--- src/pkg/lsef_consts.svh ---
/*
 * constants of the lin status and error flag block: register offsets,
 * field positions, reset values and timing.
 * assumes: included by bare name from design files.
 */
`ifndef LSEF_CONSTS_SVH
`define LSEF_CONSTS_SVH

// ============================================================
// register byte offsets
`define LSEF_OFF_STATUS 8'h00
`define LSEF_OFF_CTRL1 8'h04
`define LSEF_OFF_CTRL2 8'h08
`define LSEF_OFF_DATA 8'h0c
`define LSEF_OFF_LINCTL 8'h10

// ============================================================
// lin_status fields
`define LSEF_SR_HDR_ERR 3
`define LSEF_SR_NOISE 2
`define LSEF_SR_FRM_ERR 1
`define LSEF_SR_PAR_ERR 0
`define LSEF_SR_RST 8'hc0

// ============================================================
// serial_control_one fields
`define LSEF_CR1_RX8 7
`define LSEF_CR1_PAR_CHK 2
`define LSEF_CR1_PS 1
`define LSEF_CR1_PAR_IRQ 0
`define LSEF_CR1_RST 8'h00

// ============================================================
// serial_control_two fields
`define LSEF_CR2_RX_IRQ 5
`define LSEF_CR2_RE 2
`define LSEF_CR2_RST 8'h00

// ============================================================
// lin control fields
`define LSEF_LC_LIN 0
`define LSEF_LC_SLV 1
`define LSEF_LC_HDM 2
`define LSEF_LC_SFS 3
`define LSEF_LC_HDF 4
`define LSEF_LC_RST 8'h00

// ============================================================
// timing
`define LSEF_CLK_MHZ 125
`define LSEF_HDR_MAX_US 1000
`define LSEF_HDR_MAX_CYC (`LSEF_HDR_MAX_US * `LSEF_CLK_MHZ)

`endif

--- src/pkg/lsef_pkg.sv ---
/*
 * types of the lin status and error flag block.
 * assumes: compiled before every design file.
 */
`default_nettype none

package lsef_pkg;

    // ============================================================
    // receiver events, one-cycle pulses except the data fields
    typedef struct packed {
        logic brk;
        logic synch_ok;
        logic synch_bad;
        logic char_done;
        logic [7:0] data;
        logic bit8;
        logic stop_bit;
        logic noise;
        logic overrun;
        logic id_done;
    } lsef_rx_evt_t;

    // ============================================================
    // header phase
    typedef enum logic [1:0] {
        HS_IDLE,
        HS_SYNC,
        HS_IDENT
    } lsef_hdr_st_t;

endpackage : lsef_pkg

`default_nettype wire

--- src/design/lsef_hdr_timer.sv ---
/*
 * header timeout counter: runs from the detected break while the header
 * is being received and stops at the limit, raising expire every cycle it runs there.
 * assumes: start and run are synchronous to clk_i.
 */
`default_nettype none

module lsef_hdr_timer #(
    parameter int MAX_CYC = 1000
) (
    input wire logic clk_i,
    input wire logic nrst_i,
    input wire logic start_i,
    input wire logic run_i,
    output logic expire_o
);
    localparam int CW = $clog2(MAX_CYC + 1);
    localparam logic [CW-1:0] LIMIT = CW'(MAX_CYC - 1);

    logic [CW-1:0] cnt_q;
    logic [CW-1:0] cnt_d;
    wire at_lim = (cnt_q == LIMIT);

    // ============================================================
    // counter restarted by the break
    assign cnt_d = start_i ? '0 : (run_i && !at_lim) ? cnt_q + 1'b1 : cnt_q;
    assign expire_o = run_i && !start_i && at_lim;

    always_ff @(posedge clk_i) begin
        if (!nrst_i) begin
            cnt_q <= '0;
        end else begin
            cnt_q <= cnt_d;
        end
    end
endmodule : lsef_hdr_timer

`default_nettype wire

--- src/design/lsef_flags.sv ---
/*
 * lin status and error flags with avalon-mm register slave.
 * assumes: receiver event pulses are synchronous to CLK_I;
 * bus master holds each request until waitrequest is low.
 */
`default_nettype none
`include "lsef_consts.svh"

// Function
// - status register resets to c0h, read only; header, noise, framing, parity error at bits 3..0.
// - corrupted synch field sets header error and locks synch-field state to 1.
// - timeout during header reception sets header error.
// - overrun on any header field sets header error.
// - outside a header, header error reports ordinary overrun.
// - header error with receive irq enable raises interrupt.
// - status access then data read clears header error, except while synch-field state is locked at 1.
// - lin master role: noise flag as in plain serial mode.
// - lin slave role: noise flag meaningless, not checked.
// - slave framing error only for dominant stop with some recessive bit.
// - slave break sets header detect flag, not framing error, when method is 0.
// - status access then data read clears framing error.
// - parity check enabled and receiving: bad identifier parity sets parity error.
// - status read then data access clears parity error; irq when enabled.
// - parity check enable bit 2 turns on identifier parity checking.
// - control one resets bits 6..0 to 0; bit 1 reserved in lin mode.
// - lin frames never get parity generated on transmission.

module lsef_flags
    import lsef_pkg::*;
#(
    parameter int HDR_MAX_CYC = `LSEF_HDR_MAX_CYC
) (
    input wire logic CLK_I,
    input wire logic NRST_I,
    input wire logic [7:0] AVS_ADDRESS_I,
    input wire logic AVS_READ_I,
    input wire logic AVS_WRITE_I,
    input wire logic [31:0] AVS_WRITEDATA_I,
    input wire logic [3:0] AVS_BYTEENABLE_I,
    output logic [31:0] AVS_READDATA_O,
    output logic AVS_WAITREQUEST_O,
    input wire lsef_rx_evt_t RX_EVT_I,
    input wire logic [3:0] TX_STAT_I,
    output logic IRQ_O,
    output logic PAR_ODD_O,
    output logic TX_PAR_GEN_O
);

    // ============================================================
    // identifier parity
    function automatic logic [1:0] id_par(input logic [5:0] id);
        logic p0;
        logic p1;
        p0 = id[0] ^ id[1] ^ id[2] ^ id[4];
        p1 = ~(id[1] ^ id[3] ^ id[4] ^ id[5]);
        return {p1, p0};
    endfunction : id_par

    // ============================================================
    // state
    logic ack_q;
    logic [31:0] rdata_q;
    logic [3:0] hi_q;
    logic hdr_err_q;
    logic noise_q;
    logic frm_err_q;
    logic par_err_q;
    logic [3:0] snap_q;
    logic armed_q;
    logic [7:0] cr1_q;
    logic [7:0] cr2_q;
    logic [2:0] lc_q;
    logic sfs_q;
    logic hdf_q;
    logic [7:0] data_q;
    logic rx8_q;
    logic irq_q;
    lsef_hdr_st_t hs_q;
    lsef_hdr_st_t hs_d;

    // ============================================================
    // bus handshake: one wait cycle per access
    wire req = AVS_READ_I || AVS_WRITE_I;
    wire acc = req && ack_q;
    wire rd_acc = AVS_READ_I && ack_q;
    wire wr_acc = AVS_WRITE_I && ack_q && AVS_BYTEENABLE_I[0];
    wire [7:0] wd = AVS_WRITEDATA_I[7:0];
    assign AVS_WAITREQUEST_O = req && !ack_q;
    assign AVS_READDATA_O = rdata_q;

    wire sel_sr = (AVS_ADDRESS_I == `LSEF_OFF_STATUS);
    wire sel_c1 = (AVS_ADDRESS_I == `LSEF_OFF_CTRL1);
    wire sel_c2 = (AVS_ADDRESS_I == `LSEF_OFF_CTRL2);
    wire sel_dr = (AVS_ADDRESS_I == `LSEF_OFF_DATA);
    wire sel_lc = (AVS_ADDRESS_I == `LSEF_OFF_LINCTL);

    wire sr_acc = acc && sel_sr;
    wire dr_rd = rd_acc && sel_dr;
    wire dr_acc = acc && sel_dr;
    wire c1_wr = wr_acc && sel_c1;
    wire c2_wr = wr_acc && sel_c2;
    wire lc_wr = wr_acc && sel_lc;

    // ============================================================
    // control decode
    wire lin = lc_q[`LSEF_LC_LIN];
    wire slv = lin && lc_q[`LSEF_LC_SLV];
    wire hdm = lc_q[`LSEF_LC_HDM];
    wire par_chk_en = cr1_q[`LSEF_CR1_PAR_CHK];
    wire par_irq_en = cr1_q[`LSEF_CR1_PAR_IRQ];
    wire rx_irq_en = cr2_q[`LSEF_CR2_RX_IRQ];
    wire rx_en = cr2_q[`LSEF_CR2_RE];

    assign TX_PAR_GEN_O = par_chk_en && !lin;
    assign PAR_ODD_O = cr1_q[`LSEF_CR1_PS] && !lin;

    // ============================================================
    // read mux
    wire [7:0] sr_val = {hi_q, hdr_err_q, noise_q, frm_err_q, par_err_q};
    wire [7:0] c1_val = {rx8_q, cr1_q[6:0]};
    wire [7:0] lc_val = {3'h0, hdf_q, sfs_q, lc_q};
    wire [7:0] rd_mux = sel_sr ? sr_val :
                        sel_c1 ? c1_val :
                        sel_c2 ? cr2_q :
                        sel_dr ? data_q :
                        sel_lc ? lc_val : 8'h00;

    // ============================================================
    // header phase and timeout
    wire tmo;
    wire brk = lin && RX_EVT_I.brk;
    wire in_hdr = (hs_q != HS_IDLE);
    wire tmr_run = (hs_q == HS_IDENT) || (hs_q == HS_SYNC && !sfs_q);
    wire sync_bad = (hs_q == HS_SYNC) && RX_EVT_I.synch_bad;

    lsef_hdr_timer #(
        .MAX_CYC(HDR_MAX_CYC)
    ) u_tmr (
        .clk_i(CLK_I),
        .nrst_i(NRST_I),
        .start_i(brk),
        .run_i(tmr_run),
        .expire_o(tmo)
    );

    always_comb begin
        hs_d = hs_q;
        unique case (hs_q)
            HS_IDLE: begin
                if (brk) begin
                    hs_d = HS_SYNC;
                end
            end
            HS_SYNC: begin
                if (brk) begin
                    hs_d = HS_SYNC;
                end else if (sfs_q && !lc_q[`LSEF_LC_LIN]) begin
                    hs_d = HS_IDLE;
                end else if (sfs_q) begin
                    hs_d = HS_SYNC;
                end else if (tmo) begin
                    hs_d = HS_IDLE;
                end else if (RX_EVT_I.synch_ok && !RX_EVT_I.synch_bad) begin
                    hs_d = HS_IDENT;
                end
            end
            HS_IDENT: begin
                if (brk) begin
                    hs_d = HS_SYNC;
                end else if (tmo || RX_EVT_I.id_done) begin
                    hs_d = HS_IDLE;
                end
            end
        endcase
    end

    // ============================================================
    // flag set terms
    wire [1:0] id_exp = id_par(RX_EVT_I.data[5:0]);
    wire id_bad = (RX_EVT_I.data[7:6] != id_exp);
    wire set_hdr_err = (lin && sync_bad)
                     || (lin && tmo)
                     || RX_EVT_I.overrun;
    wire set_noise = RX_EVT_I.char_done && RX_EVT_I.noise && !slv;
    wire frm_hit = RX_EVT_I.char_done && !RX_EVT_I.stop_bit;
    wire set_frm_err = frm_hit && (!slv || (RX_EVT_I.data != 8'h00));
    wire set_hdf = slv && ((brk && !hdm) || (RX_EVT_I.id_done && hdm));
    wire set_par_err = lin && par_chk_en && rx_en && in_hdr && RX_EVT_I.id_done && id_bad;
    wire set_sfs = lin && sync_bad;

    // ============================================================
    // two-step clear of status flags; synch lock and header detect clear on a lin control write that puts 0 in their bit
    wire clr_hdr_err = armed_q && dr_rd && snap_q[`LSEF_SR_HDR_ERR] && !sfs_q;
    wire clr_noise = armed_q && dr_rd && snap_q[`LSEF_SR_NOISE];
    wire clr_frm_err = armed_q && dr_rd && snap_q[`LSEF_SR_FRM_ERR];
    wire clr_par_err = armed_q && dr_acc && snap_q[`LSEF_SR_PAR_ERR];
    wire clr_sfs = lc_wr && !wd[`LSEF_LC_SFS];
    wire clr_hdf = lc_wr && !wd[`LSEF_LC_HDF];

    wire irq_d = (hdr_err_q && rx_irq_en) || (par_err_q && par_irq_en);

    // ============================================================
    // bus registers
    always_ff @(posedge CLK_I) begin
        if (!NRST_I) begin
            ack_q <= 1'b0;
            rdata_q <= 32'h0000_0000;
        end else begin
            ack_q <= req && !ack_q;
            if (req && !ack_q) begin
                rdata_q <= {24'h00_0000, rd_mux};
            end
        end
    end

    // ============================================================
    // control registers
    always_ff @(posedge CLK_I) begin
        if (!NRST_I) begin
            cr1_q <= `LSEF_CR1_RST;
            cr2_q <= `LSEF_CR2_RST;
            lc_q <= 3'h0;
        end else begin
            if (c1_wr) begin
                cr1_q <= wd;
            end
            if (c2_wr) begin
                cr2_q <= wd;
            end
            if (lc_wr) begin
                lc_q <= wd[2:0];
            end
        end
    end

    // ============================================================
    // receive data, status high bits, header state
    always_ff @(posedge CLK_I) begin
        if (!NRST_I) begin
            data_q <= 8'h00;
            rx8_q <= 1'b0;
            hi_q <= 4'hc;
            hs_q <= HS_IDLE;
            irq_q <= 1'b0;
        end else begin
            if (RX_EVT_I.char_done) begin
                data_q <= RX_EVT_I.data;
                rx8_q <= RX_EVT_I.bit8;
            end
            hi_q <= TX_STAT_I;
            hs_q <= hs_d;
            irq_q <= irq_d;
        end
    end
    assign IRQ_O = irq_q;

    // ============================================================
    // flags: a set wins over a clear
    always_ff @(posedge CLK_I) begin
        if (!NRST_I) begin
            hdr_err_q <= 1'b0;
            noise_q <= 1'b0;
            frm_err_q <= 1'b0;
            par_err_q <= 1'b0;
            sfs_q <= 1'b0;
            hdf_q <= 1'b0;
        end else begin
            hdr_err_q <= set_hdr_err || (hdr_err_q && !clr_hdr_err);
            noise_q <= set_noise || (noise_q && !clr_noise);
            frm_err_q <= set_frm_err || (frm_err_q && !clr_frm_err);
            par_err_q <= set_par_err || (par_err_q && !clr_par_err);
            sfs_q <= set_sfs || (sfs_q && !clr_sfs);
            hdf_q <= set_hdf || (hdf_q && !clr_hdf);
        end
    end

    // ============================================================
    // clear sequence arming
    always_ff @(posedge CLK_I) begin
        if (!NRST_I) begin
            armed_q <= 1'b0;
            snap_q <= 4'h0;
        end else if (sr_acc) begin
            armed_q <= 1'b1;
            snap_q <= {hdr_err_q, noise_q, frm_err_q, par_err_q};
        end else if (dr_acc) begin
            armed_q <= 1'b0;
            snap_q <= 4'h0;
        end
    end
endmodule : lsef_flags

`default_nettype wire

--- config.mk ---
export PLATFORM = sky130hd
export DESIGN_NAME = lsef_flags
export DESIGN_NICKNAME = d
export VERILOG_FILES = /design/src/pkg/lsef_pkg.sv /design/src/design/lsef_hdr_timer.sv /design/src/design/lsef_flags.sv
export VERILOG_INCLUDE_DIRS = /design/src /design/src/pkg
export SDC_FILE = /design/constraint.sdc
export NUM_CORES = 1
export LEC_CHECK = 0
export BUFFER_PORTS_ARGS = -buffer_cell sky130_fd_sc_hd__buf_4
export CAP_MARGIN = 20
export CORE_MARGIN = 1
export CORE_UTILIZATION = 53
export CTS_BUF_LIST = sky130_fd_sc_hd__clkbuf_8
export DETAILED_ROUTE_END_ITERATION = 12
export PLACE_DENSITY = 0.9
export SETUP_SLACK_MARGIN = 0.4
export SLEW_MARGIN = 5
export SYNTH_ARGS = -nofsm -noshare
export SYNTH_HDL_FRONTEND = slang
export SYNTH_SLANG_ARGS = --single-unit
--- constraint.sdc ---
create_clock -name CLK_I -period 2.5 [get_ports CLK_I]
set_clock_uncertainty 0.05 [all_clocks]
set_input_delay 0.375 -clock CLK_I [delete_from_list [all_inputs] [get_ports CLK_I]]
set_output_delay 0.375 -clock CLK_I [all_outputs]
set_load 0.01 [all_outputs]
Word-level counts from Yosys, hierarchy flattened
Cells that the tools add are included.
{ "word_totals": {"register_bits": 71, "latchBits": 0, "ram_bits": 0, "romBits": 0, "n_memories": 0} }
{ "op_classes": {"addsub": 1, "n_mul": 0, "n_div": 0, "n_lt_le_gt_ge": 0, "eq_ne": 11, "shift": 0, "mux": 18, "bitwise": 8, "reduce_logical": 91} }
{ "ops": {"columns": ["op", "count"], "rows": [
  ["logical AND 1 bit", 53],
  ["two-way mux 8 bit", 4],
  ["adder 17 x 1 -> 17 bit, second input constant", 1],
  ["equality test 17 bit, second input constant", 1],
  ["logical NOT 1 bit", 17],
  ["equality test 8 x 4 -> 1 bit, second input constant", 2],
  ["two-way mux 2 bit", 8],
  ["logical OR 1 bit", 14],
  ["equality test 8 x 3 -> 1 bit, second input constant", 1],
  ["equality test 8 x 5 -> 1 bit, second input constant", 1],
  ["logical NOT 8 bit", 1],
  ["two-way mux 4 bit", 2],
  ["nonzero test 8 bit", 1],
  ["!= test 6 x 4 -> 1 bit, second input constant", 1],
  ["one-hot mux 2 bit (3 select lines)", 1],
  ["bitwise XOR 1 bit", 6],
  ["two-way mux 5 bit", 1],
  ["nonzero test 2 bit", 2],
  ["!= test 3 x 2 -> 1 bit, second input constant", 1],
  ["AND reduction 3 bit", 1],
  ["equality test 2 x 1 -> 1 bit, second input constant", 1],
  ["equality test 2 bit, second input constant", 1],
  ["logical NOT 2 bit", 1],
  ["two-way mux 1 bit", 2],
  ["other kinds (4)", 5]
]} }

Depth between registers and ports, before layout
{ "depth": {"ltp_word": 10, "depth_mapped": 7} }

Cells and area by module
A second synthesis with hierarchy kept.
{ "hier_totals": {"hier_cells": 420, "area_unflattened_um2": 3723.6} }
{ "modules_own_cells": {"columns": ["module", "instances", "cells_per_inst", "area_per_inst_um2"], "rows": [
  ["lsef_flags", 1, 315, 2825.2],
  ["lsef_hdr_timer", 1, 105, 898.4]
]} }

Worst setup path after synthesis
No wires, ideal clock.
{ "synth_timing": {"kind": "reg2reg", "from": "register u_tmr.cnt_q[0]", "to": "register hs_q[0]", "t_arrival_ns": 1.742, "required_time_ns": 2.312, "path_slack_ns": 0.570, "path_stages_with_launch": 7, "n_path_buf": 0, "period_less_slack_ns": 1.930, "path_cell_list": "dfxtp_1 > ha_1 > nand3_2 > or4b_1 > or4_4 > a21oi_1 > a311oi_1"} }
{ "synth_via": {"elab_chain_len": 7} }
{ "synth_rtl": {"columns": ["item", "line", "text"], "rows": [
  ["start, declared", "lsef_hdr_timer.sv:20", "logic [CW-1:0] cnt_q;"],
  ["start signal, assigned", "lsef_hdr_timer.sv:33", "cnt_q <= cnt_d;"],
  ["equality test 17 bit *", "lsef_hdr_timer.sv:22", "wire at_lim = (cnt_q == LIMIT);"],
  ["logical AND 1 bit *", "lsef_hdr_timer.sv:27", "assign expire_o = run_i && !start_i && at_lim;"],
  ["two-way mux 2 bit", "lsef_flags.sv:161", "end else if (tmo) begin"],
  ["two-way mux 2 bit", "lsef_flags.sv:159", "end else if (sfs_q) begin"],
  ["two-way mux 2 bit", "lsef_flags.sv:157", "end else if (sfs_q && !lc_q[`LSEF_LC_LIN]) begin"],
  ["two-way mux 2 bit", "lsef_flags.sv:155", "if (brk) begin"],
  ["one-hot mux 2 bit (3 select lines)", "lsef_flags.sv:148", "unique case (hs_q)"],
  ["end signal, assigned", "lsef_flags.sv:251", "hs_q <= hs_d;"],
  ["end, declared", "lsef_flags.sv:78", "lsef_hdr_st_t hs_q;"]
]} }
Every way passes the cells marked *; elsewhere a longest branch is shown, timed or not.
A chain may end at the register's enable or synchronous reset.

Worst setup path after layout
Same ends and word-level chain as after synthesis.

==> results.py <==
metrics = {
    "yosys": {
        "synth_edf_count": 0,
        "synth_flop_cell": "dfxtp_1",
        "yosysSeqAreaShare": 0.4028,
        "syn_avg_cell_area_um2": 8.361,
        "ys_ff_latch": 71,
        "synth_cell_type_count": 51,
        "syn-cell-area_um2": 3528,
        "postSynthCellCount": 422,
        "yosys_warnings": 0,
        "ys_async_sr_fraction": 0,
    },
    "placed_design": {
        "port_buffers": 53,
        "hpwlAfterDp_um": 6300,
        "place.gp.congestion": 0.8843,
        "post-place-ws_ns": 0.3810,
    },
    "die": {
        "fp.dieW_um": 83.59,
        "fp.coreArea_um2": 6386,
        "start_util": 0.5525,
        "die_area_um2": 6987,
        "die_y_um": 83.59,
        "num_io_pins": 105,
        "std_cell_rows": 29,
    },
    "sta": {
        "hold_viol": 0,
        "fin_ws_ns": 0.4669,
        "tightest_slew_ns": 0.5329,
        "min_period_over_period": 0.8132,
        "finalSetupViolations": 0,
        "rsz0062_at_grt": "false",
        "fmax_ghz": 0.4919,
        "relSlewSlack": 0.6439,
        "finalMaxSlewViolations": 0,
        "setup_tns_ns": 0,
        "fin_crit_ns": 2.033,
    },
    "global_route": {
        "gr-total-overflow": 0,
        "grt_max_degree": 42,
        "antenna_found_initial": 0,
        "grt_use_total": 0.2621,
        "grt_pass1_wl_um": 14450,
        "first_global_vias": 3102,
    },
    "clock_tree": {
        "htree_levels": 3,
        "cts.sink_count": 71,
        "clk_pin_slew_ns": 0.07,
        "cts_buffer_depth": 2,
        "numCtsBuffers": 9,
        "cts_root_buffer": "clkbuf_8",
        "cts_setup_buffers": 0,
        "hold_buffers": 0,
        "clk_latency_ns": 0.34,
        "cts_tree": "built",
    },
    "detailed_routing": {
        "drt_iter0_markers": 342,
        "drc": 0,
        "wl_um": 8833,
        "dr.pass1.iters": 6,
        "vias": 3251,
        "vias_per_cell": 5.847,
        "wl_per_cell_um": 15.89,
        "ant_nets": 0,
    },
    "min_path": {
        "hp-class": "primary input to flop",
    },
    "pwr": {
        "internal_power_mw": 1.743,
        "p_seq_frac": 0.501,
        "p_comb_frac": 0.109,
        "leakagePower_nw": 1.675,
        "p_per_area_nw_per_um2": 562.4,
        "irDropWorstVdd_mv": 0.3880,
        "pwr-share-clk": 0.390,
        "sw_frac_of_total": 0.2526,
        "switchingPower_mw": 0.5892,
    },
    "run": {
        "maxCapViolCount": 0,
    },
    "setup_path": {
        "worstPathArrival_ns": 2.19,
        "startpoint_type": "flop",
        "crit_type": "flop to flop",
        "required_ns": 2.66,
        "crit_path_end_kind": "flop",
        "worst-path-max-fanout": 5,
    },
    "cells_and_area": {
        "mostFrequentLayoutCells": "dfxtp_1 (69), buf_4 (58), nand2_1 (49)",
        "mostFrequentLayoutCell": "dfxtp_1",
        "area_growth_syn_to_layout_pct": 17.55,
        "fin_nets": 548,
        "layout-drive-gt1-share": 0.1983,
        "antenna_cells": 0,
    },
    "status": {
        "status": "finished clean",
    },
}
path summary, 6_finish.rpt:
kind	start	endpoint	slack [ns]	depth (start not counted)
setup reg to reg	u_tmr.cnt_q[0]	hs_q[0]	0.47	6
setup / recovery	u_tmr.cnt_q[0]	hs_q[0]	0.47	6
hold / removal	TX_STAT_I[2]	hi_q[2]	0.17	2
hold reg to reg	AVS_READDATA_O[1]	AVS_READDATA_O[1]	0.40	2
registers in the layout (all words and copies together) (netlist names), 2 cells and up:
name	cells
AVS_READDATA_O	8
cr1_q	7
cr2_q	8
data_q	8
hi_q	4
hs_q	2
lc_q	3
snap_q	4
u_tmr.cnt_q	17
cell type report:
cell class              count  area, µm²
repair buffers             58      435.4
flip-flops and latches     71       1424
clock buffers              10      137.6
fillers                   533       2238
inverters                  14      52.55
multi-input cells         320       1941
well taps                  77      96.34
clock inverters             6      61.31
per-stage QoR:
step                      utilization  total power, mW  instance area [µm²]  std cells  hold WS (ns)
after CTS                      0.6444            2.340                 4115        556        0.1605
after global routing           0.6495            2.432                 4148        556        0.1567
after global placement         0.6113            1.428                 3904        540        0.3800
after floorplan                     -            1.366                 3615        445        0.3826
after detailed placement       0.6113            1.437                 3904        540        0.3888
final                          0.6495            2.332                 4148        556        0.1693
Yosys cell counts (2+ instances only):
| cell type | instances | area, µm² |
|---|---|---|
| nand3_1 | 30 | 150.1 |
| or4_4 | 2 | 22.52 |
| buf_1 | 3 | 11.26 |
| and4_1 | 2 | 17.52 |
| xnor2_1 | 10 | 87.58 |
| o21ai_0 | 26 | 130.1 |
| ha_1 | 5 | 62.56 |
| clkbuf_1 | 11 | 41.29 |
| mux2_2 | 2 | 22.52 |
| nand2b_1 | 6 | 37.54 |
| mux4_2 | 3 | 67.56 |
| nor3_1 | 5 | 25.02 |
| nand2_1 | 49 | 183.9 |
| buf_4 | 24 | 180.2 |
| mux2i_1 | 13 | 130.1 |
| and3_1 | 7 | 43.79 |
| nor2b_1 | 7 | 43.79 |
| a21oi_1 | 19 | 95.09 |
| nor4_1 | 5 | 31.28 |
| a32oi_1 | 5 | 43.79 |
| or3_1 | 3 | 18.77 |
| and2_1 | 4 | 25.02 |
| a31oi_1 | 2 | 12.51 |
| o21a_1 | 3 | 22.52 |
| a21boi_0 | 3 | 22.52 |
| xor2_1 | 7 | 61.31 |
| o22ai_1 | 9 | 56.30 |
| dfxtp_1 | 71 | 1421 |
| buf_2 | 2 | 10.01 |
| nor2_1 | 36 | 135.1 |
| nand4_1 | 10 | 62.56 |
| inv_1 | 14 | 52.55 |
| a22oi_1 | 5 | 37.54 |
| nand3b_1 | 2 | 15.01 |
per-layer routing:
layer / track usage / part of all wire / vias to the layer above
met4: 0.1464 / 0.035 / 0
met1: 0.3242 / 0.40 / 1486
met2: 0.4220 / 0.48 / 189
li1: - / - / 1544
met3: 0.05836 / 0.089 / 32
met5: 0 / 0 / -
power groups by stage:
stage / sequential (mW) / combinational [mW] / clock [mW]
final: 1.17 / 0.255 / 0.909
after global placement: 1.19 / 0.237 / 0
after floorplan: 1.19 / 0.179 / 0
after detailed placement: 1.19 / 0.245 / 0
after CTS: 1.17 / 0.249 / 0.925
after global routing: 1.17 / 0.280 / 0.982
cell families (layout without fill, tap and decap cells):
group | after synthesis | count (layout) | synth area share
AO/OA/AOI/OAI | 80 | 80 | 0.1387
flip-flops | 71 | 71 | 0.4028
buffers and inverters | 54 | 88 | 0.08369
other | 1 | 24 | 0.001063
multiplexers | 18 | 18 | 0.06241
adder cells (fa/ha/maj) | 5 | 5 | 0.01773
AND/OR/NAND/NOR | 176 | 176 | 0.2514
XOR/XNOR | 17 | 17 | 0.04220
critical path, cell delays in order (launching register included):
cell	delay (ns)
dfxtp_2	0.38
ha_4	0.18
nand3_2	0.10
or4b_1	0.48
or4_4	0.46
a21oi_2	0.18
a311oi_2	0.06
what timing repair did:
| item | 4_1_cts | 5_1_grt |
|---|---|---|
| cloned | 0 | 0 |
| endpoints found under the setup margin | 1 | 9 |
| gates resized for setup | 3 | 7 |
Power figures use the tool's default switching activity.
